### src/rtl/fcmp_pkg.sv
// Package with register map, field positions and shared types for the comparator logic.
package fcmp_pkg;

    // Number of comparators in the block.
    localparam int NUM_CMP = 4;
    // Width of the threshold code.
    localparam int CODE_W = 12;
    // Samples of equal level needed by the glitch filter.
    localparam int FILT_LEN = 3;
    // Least stretched pulse width in system clock cycles.
    localparam int STRETCH_LEN = 3;

    // Byte offsets: control register n at CTRL_BASE + 8n, threshold at CODE_BASE + 8n.
    localparam logic [7:0] CTRL_BASE = 8'h00;
    localparam logic [7:0] CODE_BASE = 8'h04;
    localparam logic [7:0] CMP_STRIDE = 8'h08;
    localparam logic [7:0] MAP_END = 8'h20;

    // Control register field positions.
    localparam int B_ENABLE = 15;
    localparam int B_HYS_LO = 11;
    localparam int B_FILT_EN = 10;
    localparam int B_FCLK = 9;
    localparam int B_REFPIN = 8;
    localparam int B_INSEL_LO = 6;
    localparam int B_EXTERNAL_REFERENCE_SELECT = 5;
    localparam int B_HYS_EDGE = 4;
    localparam int B_STATE = 3;
    localparam int B_ALT = 2;
    localparam int B_INV = 1;
    localparam int B_RANGE = 0;

    // Writable bits of the control register; state bit and bit 14 read only.
    localparam logic [15:0] CTRL_WMASK = 16'hBFF7;
    localparam logic [15:0] CTRL_RESET = 16'h0000;
    localparam logic [11:0] CODE_RESET = 12'h000;

    // Analog source selection handed to the analog side.
    typedef enum logic [2:0] {
        FCMP_SRC_PIN_A,
        FCMP_SRC_PIN_B,
        FCMP_SRC_PIN_C,
        FCMP_SRC_PIN_D,
        FCMP_SRC_AMP_1,
        FCMP_SRC_AMP_2,
        FCMP_SRC_NONE
    } fcmp_src_t;

    // Reference selection handed to the threshold converter.
    typedef enum logic [1:0] {
        FCMP_REF_EXTERNAL,
        FCMP_REF_SUPPLY,
        FCMP_REF_OFF
    } fcmp_ref_t;

    // Analog configuration of one comparator.
    typedef struct packed {
        logic powered;
        fcmp_src_t source;
        fcmp_ref_t reference;
        logic [CODE_W-1:0] threshold_code;
        logic [1:0] hysteresis_amount;
        logic hysteresis_edge_select;
        logic reference_pin_output_enable;
    } fcmp_analog_cfg_t;

    // Conditioned output fan-out of one comparator.
    typedef struct packed {
        logic irq_event;
        logic adc_trigger;
        logic pwm_pulse_trunc;
        logic pwm_period_trunc;
        logic pwm_fault;
    } fcmp_fanout_t;

endpackage : fcmp_pkg

### src/rtl/fcmp_top.sv
// Digital control and output conditioning for four fast analog comparators.
`timescale 1ns/1ps
module fcmp_top
    import fcmp_pkg::*;
#(
    parameter int N = NUM_CMP
) (
    input wire logic clk_i,
    input wire logic rst_i,
    // Wishbone classic slave.
    input wire logic wb_cyc_i,
    input wire logic wb_stb_i,
    input wire logic wb_we_i,
    input wire logic [7:0] wb_adr_i,
    input wire logic [3:0] wb_sel_i,
    input wire logic [31:0] wb_dat_i,
    output logic [31:0] wb_dat_o,
    output logic wb_ack_o,
    output logic wb_err_o,
    // Raw analog comparator results, asynchronous to clk_i.
    input wire logic [N-1:0] raw_compare_i,
    // PWM clock as a one-cycle enable pulse in the clk_i domain.
    input wire logic pwm_clk_en_i,
    // Low-power mode indications.
    input wire logic sleep_i,
    input wire logic idle_i,
    // Analog configuration per comparator.
    output fcmp_analog_cfg_t [N-1:0] analog_cfg_o,
    // Conditioned outputs per comparator.
    output fcmp_fanout_t [N-1:0] fanout_o,
    // Wake request from any enabled comparator.
    output logic wake_o
);

    // Parameter check: the map holds exactly four comparators.
    if (N != NUM_CMP) begin : g_bad_n
        $error("fcmp_top supports exactly four comparators.");
    end

    // Software-visible registers.
    logic [15:0] ctrl_q [N];
    logic [CODE_W-1:0] code_q [N];
    // Conditioned output per comparator, after filter or bypass.
    logic [N-1:0] cond_q;
    // Polarity-corrected synchronised level used for the state bit.
    logic [N-1:0] pol_state;
    // Bus decode helpers.
    logic bus_req;
    logic [1:0] sel_idx;
    logic is_ctrl;
    logic is_code;
    logic in_map;
    logic [31:0] rd_d;

    // Decode: a request is active while cyc and stb are high and no ack or err is out.
    assign bus_req = wb_cyc_i && wb_stb_i && !wb_ack_o && !wb_err_o;
    assign in_map = (wb_adr_i < MAP_END) && (wb_adr_i[1:0] == 2'h0);
    assign sel_idx = wb_adr_i[4:3];
    assign is_ctrl = in_map && (wb_adr_i[2] == CTRL_BASE[2]);
    assign is_code = in_map && (wb_adr_i[2] == CODE_BASE[2]);

    // Answer every request one cycle after it is seen; unmapped gets err.
    always_ff @(posedge clk_i) begin
        if (rst_i) begin
            wb_ack_o <= 1'b0;
            wb_err_o <= 1'b0;
        end else begin
            wb_ack_o <= bus_req && in_map;
            wb_err_o <= bus_req && !in_map;
        end
    end

    // Read data mux; reserved bits read as zero.
    always_comb begin
        rd_d = 32'h0000_0000;
        if (is_ctrl) begin
            rd_d[15:0] = ctrl_q[sel_idx] & CTRL_WMASK;
            rd_d[B_STATE] = pol_state[sel_idx];
        end else if (is_code) begin
            rd_d[CODE_W-1:0] = code_q[sel_idx];
        end
    end

    // Read data register, loaded alongside ack.
    always_ff @(posedge clk_i) begin
        if (rst_i) begin
            wb_dat_o <= 32'h0000_0000;
        end else if (bus_req && !wb_we_i && in_map) begin
            wb_dat_o <= rd_d;
        end
    end

    // Register writes with byte lanes, taken when the request is seen.
    always_ff @(posedge clk_i) begin
        if (rst_i) begin
            for (int i = 0; i < N; i++) begin
                ctrl_q[i] <= CTRL_RESET;
                code_q[i] <= CODE_RESET;
            end
        end else if (bus_req && wb_we_i) begin
            if (is_ctrl) begin
                if (wb_sel_i[0]) begin
                    ctrl_q[sel_idx][7:0] <= wb_dat_i[7:0] & CTRL_WMASK[7:0];
                end
                if (wb_sel_i[1]) begin
                    ctrl_q[sel_idx][15:8] <= wb_dat_i[15:8] & CTRL_WMASK[15:8];
                end
            end else if (is_code) begin
                if (wb_sel_i[0]) begin
                    code_q[sel_idx][7:0] <= wb_dat_i[7:0];
                end
                if (wb_sel_i[1]) begin
                    code_q[sel_idx][CODE_W-1:8] <= wb_dat_i[CODE_W-1:8];
                end
            end
        end
    end

    // Per-comparator conditioning chain.
    for (genvar g = 0; g < N; g++) begin : g_cmp
        // Three-stage synchroniser for the asynchronous raw result.
        logic [2:0] sync_q;
        // Stretcher hold counter and output.
        logic [1:0] hold_q;
        logic stretch_q;
        // Filter run counter.
        logic [1:0] run_q;
        logic filt_q;
        // Derived controls.
        logic inv;
        logic alt;
        logic [1:0] insel;
        logic fclk;
        logic tick;
        logic pol_in;
        logic pol_prev;
        logic rise;

        assign inv = ctrl_q[g][B_INV];
        assign alt = ctrl_q[g][B_ALT];
        assign insel = ctrl_q[g][B_INSEL_LO +: 2];
        assign fclk = ctrl_q[g][B_FCLK];
        // Selected clock: PWM enable pulse or every system cycle.
        assign tick = fclk ? pwm_clk_en_i : 1'b1;

        // Synchroniser; the first stage feeds only the second.
        always_ff @(posedge clk_i) begin
            if (rst_i) begin
                sync_q <= 3'h0;
            end else begin
                sync_q <= {sync_q[1], sync_q[0], raw_compare_i[g]};
            end
        end

        // Polarity applied to agreed samples before the stretcher.
        assign pol_in = (sync_q[1] & sync_q[2]) ^ inv;
        assign pol_prev = sync_q[2] ^ inv;
        assign rise = pol_in && !pol_prev;
        assign pol_state[g] = sync_q[2] ^ inv;

        // Stretcher: set at once by the event, held at least three cycles.
        always_ff @(posedge clk_i) begin
            if (rst_i) begin
                hold_q <= 2'h0;
                stretch_q <= 1'b0;
            end else if (pol_in) begin
                stretch_q <= 1'b1;
                hold_q <= 2'(STRETCH_LEN - 1);
            end else if (hold_q != 2'h0) begin
                if (tick) begin
                    hold_q <= hold_q - 2'h1;
                end
            end else if (tick) begin
                stretch_q <= 1'b0;
            end
        end

        // Filter: new level passes after three equal selected-clock samples.
        always_ff @(posedge clk_i) begin
            if (rst_i) begin
                run_q <= 2'h0;
                filt_q <= 1'b0;
            end else if (tick) begin
                if (stretch_q == filt_q) begin
                    run_q <= 2'h0;
                end else if (run_q == 2'(FILT_LEN - 1)) begin
                    filt_q <= stretch_q;
                    run_q <= 2'h0;
                end else begin
                    run_q <= run_q + 2'h1;
                end
            end
        end

        // Output select: zero while disabled, filter when enabled, else stretcher or event straight.
        always_ff @(posedge clk_i) begin
            if (rst_i) begin
                cond_q[g] <= 1'b0;
            end else if (!ctrl_q[g][B_ENABLE]) begin
                cond_q[g] <= 1'b0;
            end else if (ctrl_q[g][B_FILT_EN]) begin
                cond_q[g] <= filt_q;
            end else begin
                cond_q[g] <= stretch_q | pol_in;
            end
        end

        // Fan-out to all consumers at once.
        always_ff @(posedge clk_i) begin
            if (rst_i) begin
                fanout_o[g] <= '0;
            end else begin
                fanout_o[g] <= {5{cond_q[g]}};
            end
        end

        // Analog configuration from control and threshold registers.
        always_ff @(posedge clk_i) begin
            if (rst_i) begin
                analog_cfg_o[g] <= '{1'b0, FCMP_SRC_NONE, FCMP_REF_OFF, CODE_RESET,
                                     2'h0, 1'b0, 1'b0};
            end else begin
                analog_cfg_o[g].powered <= ctrl_q[g][B_ENABLE];
                // Inverting input is hard-wired to this threshold code.
                analog_cfg_o[g].threshold_code <= code_q[g];
                if (alt) begin
                    unique case (insel)
                        2'h0: analog_cfg_o[g].source <= FCMP_SRC_AMP_1;
                        2'h1: analog_cfg_o[g].source <= FCMP_SRC_AMP_2;
                        default: analog_cfg_o[g].source <= FCMP_SRC_NONE;
                    endcase
                end else begin
                    analog_cfg_o[g].source <= fcmp_src_t'({1'b0, insel});
                end
                if (ctrl_q[g][B_EXTERNAL_REFERENCE_SELECT]) begin
                    analog_cfg_o[g].reference <= FCMP_REF_EXTERNAL;
                end else if (ctrl_q[g][B_RANGE]) begin
                    analog_cfg_o[g].reference <= FCMP_REF_SUPPLY;
                end else begin
                    analog_cfg_o[g].reference <= FCMP_REF_OFF;
                end
                analog_cfg_o[g].hysteresis_amount <= ctrl_q[g][B_HYS_LO +: 2];
                // One selects the falling edge, zero the rising edge.
                analog_cfg_o[g].hysteresis_edge_select <= ctrl_q[g][B_HYS_EDGE];
                // Several set at once leaves the pin undefined.
                analog_cfg_o[g].reference_pin_output_enable <= ctrl_q[g][B_REFPIN];
            end
        end

        // Unused helper kept out of logic.
        logic unused_rise;
        assign unused_rise = rise;
    end

    // Wake request while sleeping or idle on any enabled output event.
    always_ff @(posedge clk_i) begin
        if (rst_i) begin
            wake_o <= 1'b0;
        end else begin
            wake_o <= (sleep_i || idle_i) && (|cond_q);
        end
    end

endmodule : fcmp_top

### config.mk
export PLATFORM = sky130hd
export DESIGN_NAME = fcmp_top
export DESIGN_NICKNAME = d
export VERILOG_FILES = /design/src/rtl/fcmp_pkg.sv /design/src/rtl/fcmp_top.sv
export SDC_FILE = /design/constraint.sdc
export NUM_CORES = 1
export LEC_CHECK = 0
export BUFFER_PORTS_ARGS = -buffer_cell sky130_fd_sc_hd__buf_2
export CAP_MARGIN = 20
export CORE_MARGIN = 2
export CORE_UTILIZATION = 55
export CTS_BUF_LIST = sky130_fd_sc_hd__clkbuf_16
export DETAILED_ROUTE_END_ITERATION = 7
export GPL_ROUTABILITY_DRIVEN = 0
export PLACE_DENSITY = 0.8
export SYNTH_ARGS = -nofsm -noshare
export SYNTH_HDL_FRONTEND = slang
export SYNTH_SLANG_ARGS = --single-unit
### constraint.sdc
create_clock -name clk_i -period 3.2 [get_ports clk_i]
set_input_delay 0.64 -clock clk_i [delete_from_list [all_inputs] [get_ports clk_i]]
set_output_delay 0.64 -clock clk_i [all_outputs]
set_load 0.05 [all_outputs]
==> results.sh, run 1 <==
export IMPL_synth_area_per_cell_um2=13.04
export IMPL_postRouteAntennaNets=0
export IMPL_netlist_area_mm2=0.009972
export IMPL_final_layout_size_suffix_gt1_share_pct=30.21
export IMPL_worst_pin_slew_ns=0.8545
export IMPL_slew_violations=0
export IMPL_ctsResizeCount=0
export IMPL_hold_depth=2
export IMPL_synthArstFlopShare_pct=0
export IMPL_clockBufferDepth=3
export IMPL_via_per_inst=5.203
export IMPL_worstSkewPairLatency_ns=0.52
export IMPL_ys_types=47
export IMPL_rows=49
export IMPL_finalCriticalPeriod_ns=2.274
export IMPL_cts_root_buf="clkbuf_16"
export IMPL_synth_top_cells_by_area="edfxtp_1, dfxtp_1, and2_1"
export IMPL_cts_max_level=1
export IMPL_placed_area_mm2=0.01091
export IMPL_critPathArrivalTime_ns=2.55
export IMPL_rsz0062_at_grt="false"
export IMPL_crit_end="code_q[3][1]"
export IMPL_status="complete, no violations"
export IMPL_hold_path_class="input pin to flip-flop"
export IMPL_ios=199
export IMPL_cap_violations=0
export IMPL_path_class="flip-flop to flip-flop"
export IMPL_synthFlopType="dfxtp_1"
export IMPL_synth_most_common_cell="dfxtp_1"
export IMPL_critical_path_cell_chain="and4bb_2, nand2_4, nor3_2, a21boi_0, buf_4"
export IMPL_die_y_um=138.7
export IMPL_nNetsFinal=990
export IMPL_reg2reg_slack_ns=0.93
export IMPL_m1WireLength_um=9286
export IMPL_grt_pass1_wl_um=32890
export IMPL_synthTopCellsByCount="dfxtp_1, and2_1, edfxtp_1, nor2b_1, buf_4"
export IMPL_start_util_pct=55.70
export IMPL_top_layer_used="met4"
export IMPL_yosys_area_top_type_share_pct=31.32
export IMPL_cts_buffers=26
export IMPL_grt_pass1_vias=5929
export IMPL_fillCellCount=1337
export IMPL_synth_top_area_cell="edfxtp_1"
export IMPL_path_clk_slew_ns=0.06
export IMPL_dr_total_vias=6140
export IMPL_synth_cells=765
export IMPL_antenna_found_initial=1
export IMPL_drt_wirelength_per_cell_um=18.04
export IMPL_grt_ovfl_total=0
export IMPL_critPathMaxFanout=14
export IMPL_wl_met3_um=1258
export IMPL_dp_hpwl_um=14920
export IMPL_holdBufCountCts=0
export IMPL_timing_final_crit_share_pct=71.05
export IMPL_path_delay_family="simple AND/OR/NAND/NOR gates"
export IMPL_reg2reg_from="wb_err_o"
export IMPL_setup_worst_path_end_class="flip-flop"
export IMPL_core_area_mm2=0.01790
export IMPL_max_freq_ghz=0.4398
export IMPL_synth_edf_count=104
export IMPL_cts_tree="yes"
export IMPL_tns_ns=0
export IMPL_crit_buf_inv=1
export IMPL_reg2reg_depth=5
export IMPL_wl_met2_um=10410
export IMPL_slowest_stage="nor3_2"
export IMPL_drt_wl_total_um=21290
export IMPL_ys_ff_latch=254
export IMPL_dieArea_mm2=0.01922
export IMPL_yosysSeqAreaShare_pct=61.43
export IMPL_first_pass_iters=5
export IMPL_power_density_mw_per_mm2=605.8
export IMPL_worst_path_stages=5
export IMPL_critical_path_max_stage_delay_ns=0.70
export IMPL_grt_max_degree=82
export IMPL_cp_start_kind="flip-flop"
export IMPL_r2r_end="code_q[3][1]"
export IMPL_finClkSkew_ns=0.01098
export IMPL_cp_required_ns=3.48
export IMPL_drtIter0Drc=334
export IMPL_portBuffers=162
export IMPL_grt_use_total_pct=21.84
export IMPL_hold_viol_final=0
export IMPL_die_width_um=138.7
export IMPL_startpoint="wb_err_o"
export IMPL_drc=0
export IMPL_post_cts_setup_buffers=0
export IMPL_peakVddDrop_uv=575.1
export IMPL_setup_viol=0
export IMPL_clock_sinks=254
export IMPL_ys_warn_count=0
export IMPL_area_growth_pct=17.78
export IMPL_slew_headroom_pct=42.73
export IMPL_leakage_nw=4.916
export IMPL_fin_area_mm2=0.01175
-- metrics by stage --
stage	hold WS [ns]	total power, mW	instances	setup slack [ns]	utilization (%)
floorplan	0.4138	4.124	781	0.6110	-
global placement	0.4250	4.279	1131	0.5866	60.92
detailed placement	0.4305	4.292	1131	0.5333	60.92
CTS	0.3263	7.174	1179	0.8930	65.59
global route	0.3368	7.359	1180	0.8075	65.61
finish	0.3412	7.116	1180	0.9263	65.61
-- logic make-up (layout without fill, tap and decap cells) --
family / Yosys count / in the layout / share of synthesized area [%]
flops: 254 / 254 / 61.43
simple gates: 316 / 316 / 20.49
buf+inv: 74 / 243 / 4.379
xor+xnor: 16 / 16 / 1.405
compound gates: 51 / 51 / 3.576
fa+ha+maj: 4 / 4 / 0.5019
other cells: 1 / 18 / 0.03761
mux: 49 / 49 / 8.181
-- where the power goes --
group | switching (mW) | internal [mW] | total [mW]
Clock | 1.20 | 1.69 | 2.89
Combinational | 0.474 | 0.204 | 0.678
Sequential | 0.0584 | 3.49 | 3.55
Total | 1.73 | 5.39 | 7.12
-- layout by cell type, fill, tap and decap left out, types with 23 or more instances in the layout --
| master | n |
|---|---|
| clkbuf_16 | 27 |
| buf_4 | 24 |
| buf_2 | 161 |
| dfxtp_1 | 150 |
| mux4_2 | 26 |
| edfxtp_1 | 104 |
| and2_1 | 104 |
| nor2_1 | 34 |
| mux2i_1 | 23 |
| nor2b_1 | 88 |
-- layer usage --
layer / vias to the layer above / track usage [%]
li1: 2931 / -
met1: 2975 / 30.76
met2: 206 / 35.67
met3: 28 / 3.591
met4: 0 / 5.901
met5: - / 0
-- flip-flops by register name (all words and copies together) (netlist names), 8 cells and up --
register,count
g_cmp.run_q,8
code_q,48
wb_dat_o,15
g_cmp.sync_q,12
g_cmp.hold_q,8
analog_cfg_o,88
ctrl_q,56
-- worst min-delay path by stage --
| stage | end | slack (ns) | startpoint |
|---|---|---|---|
| 3_5_place_dp | g_cmp[0].sync_q[1] | 0.43 | g_cmp[0].sync_q[0] |
| 3_3_place_gp | g_cmp[0].sync_q[1] | 0.42 | g_cmp[0].sync_q[0] |
| 6_report | g_cmp[1].sync_q[0] | 0.34 | raw_compare_i[1] |
| 4_1_cts | g_cmp[3].sync_q[0] | 0.33 | raw_compare_i[3] |
| 5_1_grt | g_cmp[2].sync_q[0] | 0.34 | raw_compare_i[2] |
| 2_1_floorplan | g_cmp[0].sync_q[1] | 0.41 | g_cmp[0].sync_q[0] |
-- final cells by class --
type	count	area, µm²	share of cell area [%]
sequential	254	6126	52.16
multi-input combinational	453	3470	29.54
timing repair buffer	185	985.9	8.395
clock buffer	27	675.6	5.753
tap	229	286.5	2.440
clock inverter	21	161.4	1.374
inverter	10	37.54	0.3196
antenna	1	2.502	0.02131
(Power assumes the default switching activity.)
==> run 2, diff against run 1 <==
Settings changed: ABC_AREA set to 1.
Clock period 3.2 ns to 2.1 ns, I/O delays scaled along.
==> results.sh, run 2 <==
export IMPL_status="complete, but fails checks"
export IMPL_violations="design-rule violations"
export IMPL_power_density_mw_per_mm2=888.8
export IMPL_via_per_inst=5.124
export IMPL_synthFlopType="dfxtp_1"
export IMPL_timing_final_crit_share_pct=91.76
export IMPL_path_clk_slew_ns=0.06
export IMPL_cts_max_level=1
export IMPL_peakVddDrop_uv=591.5
export IMPL_layout_common_cells="nor2_1, inv_1, buf_2, dfxtp_1, nand2_1"
export IMPL_finalCriticalPeriod_ns=1.927
export IMPL_post_route_util_pct=66.24
export IMPL_fillCellCount=1406
export IMPL_hold_depth=3
export IMPL_finClkSkew_ns=0.008735
export IMPL_yosysSeqAreaShare_pct=60.16
export IMPL_post_cts_setup_buffers=0
export IMPL_start_util_pct=56.30
export IMPL_netlist_area_mm2=0.01018
export IMPL_nNetsFinal=1331
export IMPL_ctsResizeCount=0
export IMPL_wl_met3_um=1581
export IMPL_drt_wl_total_um=22740
export IMPL_max_freq_ghz=0.5189
export IMPL_worst_pin_slew_ns=0.5517
export IMPL_critPathArrivalTime_ns=2.09
export IMPL_top_register="analog_cfg_o"
export IMPL_grt_ovfl_total=0
export IMPL_largestRegisters="analog_cfg_o x88, ctrl_q x56, code_q x48"
export IMPL_ios=199
export IMPL_power_mw=10.65
export IMPL_final_layout_size_suffix_gt1_share_pct=20.79
export IMPL_r2r_end="code_q[0][0]"
export IMPL_setup_worst_path_end_class="flip-flop"
export IMPL_m1WireLength_um=9301
export IMPL_synth_top_area_cell="edfxtp_1"
export IMPL_holdBufCountCts=0
export IMPL_dr_total_vias=7778
export IMPL_yosys_area_top_type_share_pct=30.67
export IMPL_worstSkewPairLatency_ns=0.52
export IMPL_ys_types=39
export IMPL_dp_slack_ns=0.02816
export IMPL_synth_most_common_cell="nor2_1"
export IMPL_hold_viol_final=0
export IMPL_drc=16
export IMPL_setup_viol=0
export IMPL_setup_slack_ns=0.1730
export IMPL_cap_violations=0
export IMPL_reg2reg_from="wb_ack_o"
export IMPL_wl_met2_um=11300
export IMPL_critPathMaxFanout=10
export IMPL_area_growth_pct=17.66
export IMPL_grt_pass1_vias=7432
export IMPL_p_int_mw=8.017
export IMPL_synth_area_per_cell_um2=9.148
export IMPL_synth_cells=1113
export IMPL_synth_edf_count=104
export IMPL_cp_required_ns=2.26
export IMPL_antenna_found_initial=0
export IMPL_min_to="g_cmp[3].sync_q[0]"
export IMPL_slew_violations=0
export IMPL_synthTopCellsByCount="nor2_1, inv_1, dfxtp_1, nand2_1, edfxtp_1"
export IMPL_tns_ns=0
export IMPL_clockBufferDepth=3
export IMPL_cts_root_buf="clkbuf_16"
export IMPL_top_layer_used="met4"
export IMPL_power_frac_clock_pct=40.4
export IMPL_reg2reg_slack_ns=0.17
export IMPL_cp_start_kind="flip-flop"
export IMPL_synth_top_cells_by_area="edfxtp_1, dfxtp_1, nor2_1"
export IMPL_stdcell_count=1518
export IMPL_dp_hpwl_um=15720
export IMPL_die_y_um=140.1
export IMPL_switchingPower_mw=2.631
export IMPL_final_common_cell="nor2_1"
export IMPL_dieArea_mm2=0.01962
export IMPL_dp_cells=1473
export IMPL_ys_ff_latch=254
export IMPL_leakage_nw=5.670
export IMPL_synthArstFlopShare_pct=0
export IMPL_cts_buffers=25
export IMPL_largest_reg_flops=88
export IMPL_die_width_um=140.1
export IMPL_cts_tree="yes"
export IMPL_drtIter0Drc=680
export IMPL_portBuffers=162
export IMPL_grt_use_total_pct=22.87
export IMPL_rows=49
export IMPL_path_class="flip-flop to flip-flop"
export IMPL_ys_warn_count=0
export IMPL_rsz0062_at_grt="false"
export IMPL_first_pass_iters=8
export IMPL_core_area_mm2=0.01809
export IMPL_postRouteAntennaNets=0
export IMPL_slew_headroom_pct=63.22
export IMPL_grt_max_degree=120
export IMPL_hold_path_class="input pin to flip-flop"
export IMPL_clock_sinks=254
export IMPL_combinationalPowerShare_pct=9.1
export IMPL_drt_wirelength_per_cell_um=14.98
export IMPL_reg2reg_depth=7
export IMPL_grt_pass1_wl_um=36230
export IMPL_antenna_diode_count=0
export IMPL_seqPwrFrac_pct=50.4
export IMPL_hold_path_startpoint="raw_compare_i[3]"
export IMPL_swShare_pct=24.71
[run 2: per-layer routing]
layer,vias up,GRT usage (%)
met5,-,0
met4,0,7.124
met3,51,3.453
met2,310,40.78
met1,3628,28.87
li1,3789,-
[run 2: how the worst max path moves through the flow]
| stage | from | end | slack [ns] | depth (start not counted) |
|---|---|---|---|---|
| 3_5_place_dp | wb_adr_i[1] | code_q[0][7] | 0.03 | 8 |
| 4_1_cts | wb_ack_o | code_q[0][0] | 0.19 | 7 |
| 2_1_floorplan | wb_ack_o | ctrl_q[0][0] | 0.15 | 8 |
| 3_3_place_gp | wb_adr_i[1] | code_q[2][6] | 0.06 | 8 |
| 5_1_grt | wb_ack_o | ctrl_q[1][3] | 0.04 | 7 |
| 6_report | wb_ack_o | code_q[0][0] | 0.17 | 7 |
[run 2: worst max-delay path: stages (launching register included)]
cell and delay (ns):
dfxtp_1 0.32, nor2_1 0.14, nand3_1 0.13, nor2_1 0.25, nand2_2 0.12, nand2_4 0.15, nand4_2 0.10, nand2_1 0.36
[run 2: stage by stage]
| stage | instance area [µm²] | hold slack, ns |
|---|---|---|
| after CTS | 11980 | 0.1038 |
| after floorplan | 10240 | 0.3883 |
| after detailed placement | 11190 | 0.4012 |
| after global placement | 11190 | 0.4019 |
| after global routing | 11980 | 0.1183 |
| final | 11980 | 0.1143 |
[run 2: cells by family (layout without fill, tap and decap cells)]
kind of cell / after synthesis / count (layout) / synth area share [%]
AND/OR/NAND/NOR: 418 / 418 / 18.87
buffers and inverters: 264 / 424 / 11.42
flip-flops: 254 / 254 / 60.16
AO/OA/AOI/OAI: 168 / 168 / 8.675
adder cells (fa/ha/maj): 4 / 4 / 0.4915
XOR/XNOR: 4 / 4 / 0.3440
other: 1 / 17 / 0.03683
[run 2: layout make-up]
type | instances | area, µm² | share of cell area (%)
Sequential cell | 254 | 6126 | 51.13
Inverter | 186 | 698.2 | 5.828
Multi-Input combinational cell | 611 | 2954 | 24.66
Clock inverter | 19 | 143.9 | 1.201
Timing Repair Buffer | 193 | 1121 | 9.358
Clock buffer | 26 | 650.6 | 5.431
Tap cell | 229 | 286.5 | 2.392
[run 2: power groups by stage]
stage / Sequential (mW) / Combinational (mW) / Clock, mW
floorplan: 5.68 / 0.508 / 0
global placement: 5.47 / 0.946 / 0
detailed placement: 5.47 / 0.969 / 0
CTS: 5.37 / 0.973 / 4.37
global route: 5.38 / 1.05 / 4.55
finish: 5.37 / 0.974 / 4.31
==> run 3, diff against run 2 <==
Settings changed: CORE_UTILIZATION 55 to 35, CTS_CLUSTER_DIAMETER set to 120, PLACE_DENSITY 0.8 to unset.
==> results.sh, run 3 (synthesis results as in run 2) <==
export IMPL_clock_sinks=254
export IMPL_placed_area_mm2=0.01148
export IMPL_critPathMaxFanout=7
export IMPL_hold_viol_final=0
export IMPL_reg2reg_from="wb_ack_o"
export IMPL_path_class="flip-flop to flip-flop"
export IMPL_largestRegisters="analog_cfg_o x88, ctrl_q x56, code_q x48"
export IMPL_layout_common_cells="nor2_1, inv_1, buf_2, dfxtp_1, nand2_1"
export IMPL_power_frac_clock_pct=42.8
export IMPL_reg2reg_slack_ns=0.28
export IMPL_final_layout_size_suffix_gt1_share_pct=22.02
export IMPL_top_register="analog_cfg_o"
export IMPL_nNetsFinal=1346
export IMPL_grt_use_total_pct=15.95
export IMPL_first_pass_iters=7
export IMPL_multi_input_area_mm2=0.002964
export IMPL_fin_area_mm2=0.01240
export IMPL_grt_ovfl_total=0
export IMPL_path_clk_slew_ns=0.06
export IMPL_grt_pass1_wl_um=38560
export IMPL_p_int_mw=8.343
export IMPL_slew_headroom_pct=56.33
export IMPL_startpoint="wb_ack_o"
export IMPL_area_growth_pct=21.75
export IMPL_drc=0
export IMPL_drt_wirelength_per_cell_um=14.41
export IMPL_drt_wl_total_um=24390
export IMPL_cts_buffers=28
export IMPL_ios=199
export IMPL_r2r_end="ctrl_q[2][4]"
export IMPL_rsz0062_at_grt="false"
export IMPL_cts_root_buf="clkbuf_16"
export IMPL_postRouteAntennaNets=0
export IMPL_core_area_mm2=0.02870
export IMPL_seqPwrFrac_pct=48.2
export IMPL_switchingPower_mw=2.781
export IMPL_drtIter0Drc=539
export IMPL_final_common_cell="nor2_1"
export IMPL_die_width_um=174.6
export IMPL_rows=62
export IMPL_setup_worst_path_end_class="flip-flop"
export IMPL_peakVddDrop_uv=583.5
export IMPL_worstSkewPairLatency_ns=0.54
export IMPL_dp_hpwl_um=17500
export IMPL_combinationalPowerShare_pct=8.9
export IMPL_hold_ws_ns=0.1019
export IMPL_worst_pin_slew_ns=0.6551
export IMPL_start_util_pct=35.48
export IMPL_seq_area_mm2=0.006126
export IMPL_swShare_pct=25.00
export IMPL_post_cts_setup_buffers=0
export IMPL_timing_final_crit_share_pct=86.87
export IMPL_grt_pass1_vias=7274
export IMPL_post_route_util_pct=43.19
export IMPL_max_freq_ghz=0.5482
export IMPL_grt_max_degree=120
export IMPL_cp_required_ns=2.30
export IMPL_reg2reg_depth=7
export IMPL_status="complete, no violations"
export IMPL_power_density_mw_per_mm2=897.3
export IMPL_crit_end="ctrl_q[2][4]"
export IMPL_largest_reg_flops=88
export IMPL_slew_violations=0
export IMPL_leakage_nw=5.805
export IMPL_dr_total_vias=7506
export IMPL_cap_violations=0
export IMPL_portBuffers=162
export IMPL_ctsResizeCount=0
export IMPL_die_y_um=174.6
export IMPL_cts_max_level=1
export IMPL_holdBufCountCts=0
export IMPL_cts_tree="yes"
export IMPL_antenna_found_initial=1
export IMPL_clockBufferDepth=3
export IMPL_fillCellCount=2888
export IMPL_cp_start_kind="flip-flop"
export IMPL_critPathArrivalTime_ns=2.02
export IMPL_hold_path_class="input pin to flip-flop"
export IMPL_finalCriticalPeriod_ns=1.824
export IMPL_setup_viol=0
export IMPL_tns_ns=0
export IMPL_finClkSkew_ns=0.01167
export IMPL_via_per_inst=4.434
export IMPL_dieArea_mm2=0.03047
[run 3: cell count changes in the layout (fill, tap and decap cells not counted), sizes merged]
cell      previous run  this run
buf                193       205
inv                190       198
clkinvlp             1         2
bufinv               2         3
clkbuf              26        28
diode                0         1
clkinv              12         7
[run 3: how the worst min path moves through the flow]
stage	from	end	slack (ns)	cells after the start
after floorplan	g_cmp[0].sync_q[0]	g_cmp[0].sync_q[1]	0.39	2
after detailed placement	g_cmp[0].sync_q[0]	g_cmp[0].sync_q[1]	0.40	2
after global routing	raw_compare_i[3]	g_cmp[3].sync_q[0]	0.09	3
final	raw_compare_i[3]	g_cmp[3].sync_q[0]	0.10	3
after CTS	raw_compare_i[3]	g_cmp[3].sync_q[0]	0.09	3
after global placement	g_cmp[1].sync_q[0]	g_cmp[1].sync_q[1]	0.40	2
[run 3: per-stage QoR]
| step | power, mW | worst slack (ns) | instances |
|---|---|---|---|
| 5_1_grt | 11.57 | 0.07645 | 1692 |
| 2_1_floorplan | 6.192 | 0.1494 | 1129 |
| 3_5_place_dp | 6.473 | 0.03366 | 1640 |
| 6_report | 11.12 | 0.2758 | 1693 |
| 4_1_cts | 11.22 | 0.1688 | 1692 |
| 3_3_place_gp | 6.457 | 0.06108 | 1640 |
[run 3: power groups by stage]
stage                     registers, mW  logic, mW  clock network, mW
after floorplan                    5.68      0.508                  0
after global placement             5.47      0.986                  0
after detailed placement           5.47      0.999                  0
after CTS                          5.37       1.00               4.84
after global routing               5.38       1.09               5.10
final                              5.37      0.993               4.76
[run 3: layer usage]
metal,global-route usage [%],wire length [µm],vias up
li1,-,-,3817
met1,20.42,10430,3427
met2,27.33,11780,222
met3,3.084,1563,40
met4,4.792,613,0
met5,0,0,-
[run 3: layout make-up]
class / instances / share of cell area (%)
Antenna cell: 1 / 0.02019
Clock inverter: 24 / 1.625
Clock buffer: 28 / 5.652
Timing Repair Buffer: 205 / 9.871
Sequential cell: 254 / 49.41
Inverter: 186 / 5.632
Multi-Input combinational cell: 611 / 23.91
Tap cell: 384 / 3.876
[run 3: worst max-delay path, stage by stage, from the launching register on]
cell,delay [ns]
dfxtp_1,0.32
nor2_1,0.13
nand2_1,0.13
nor2_2,0.19
nand3_1,0.11
nand2_2,0.19
nand4_4,0.10
nand2_1,0.32
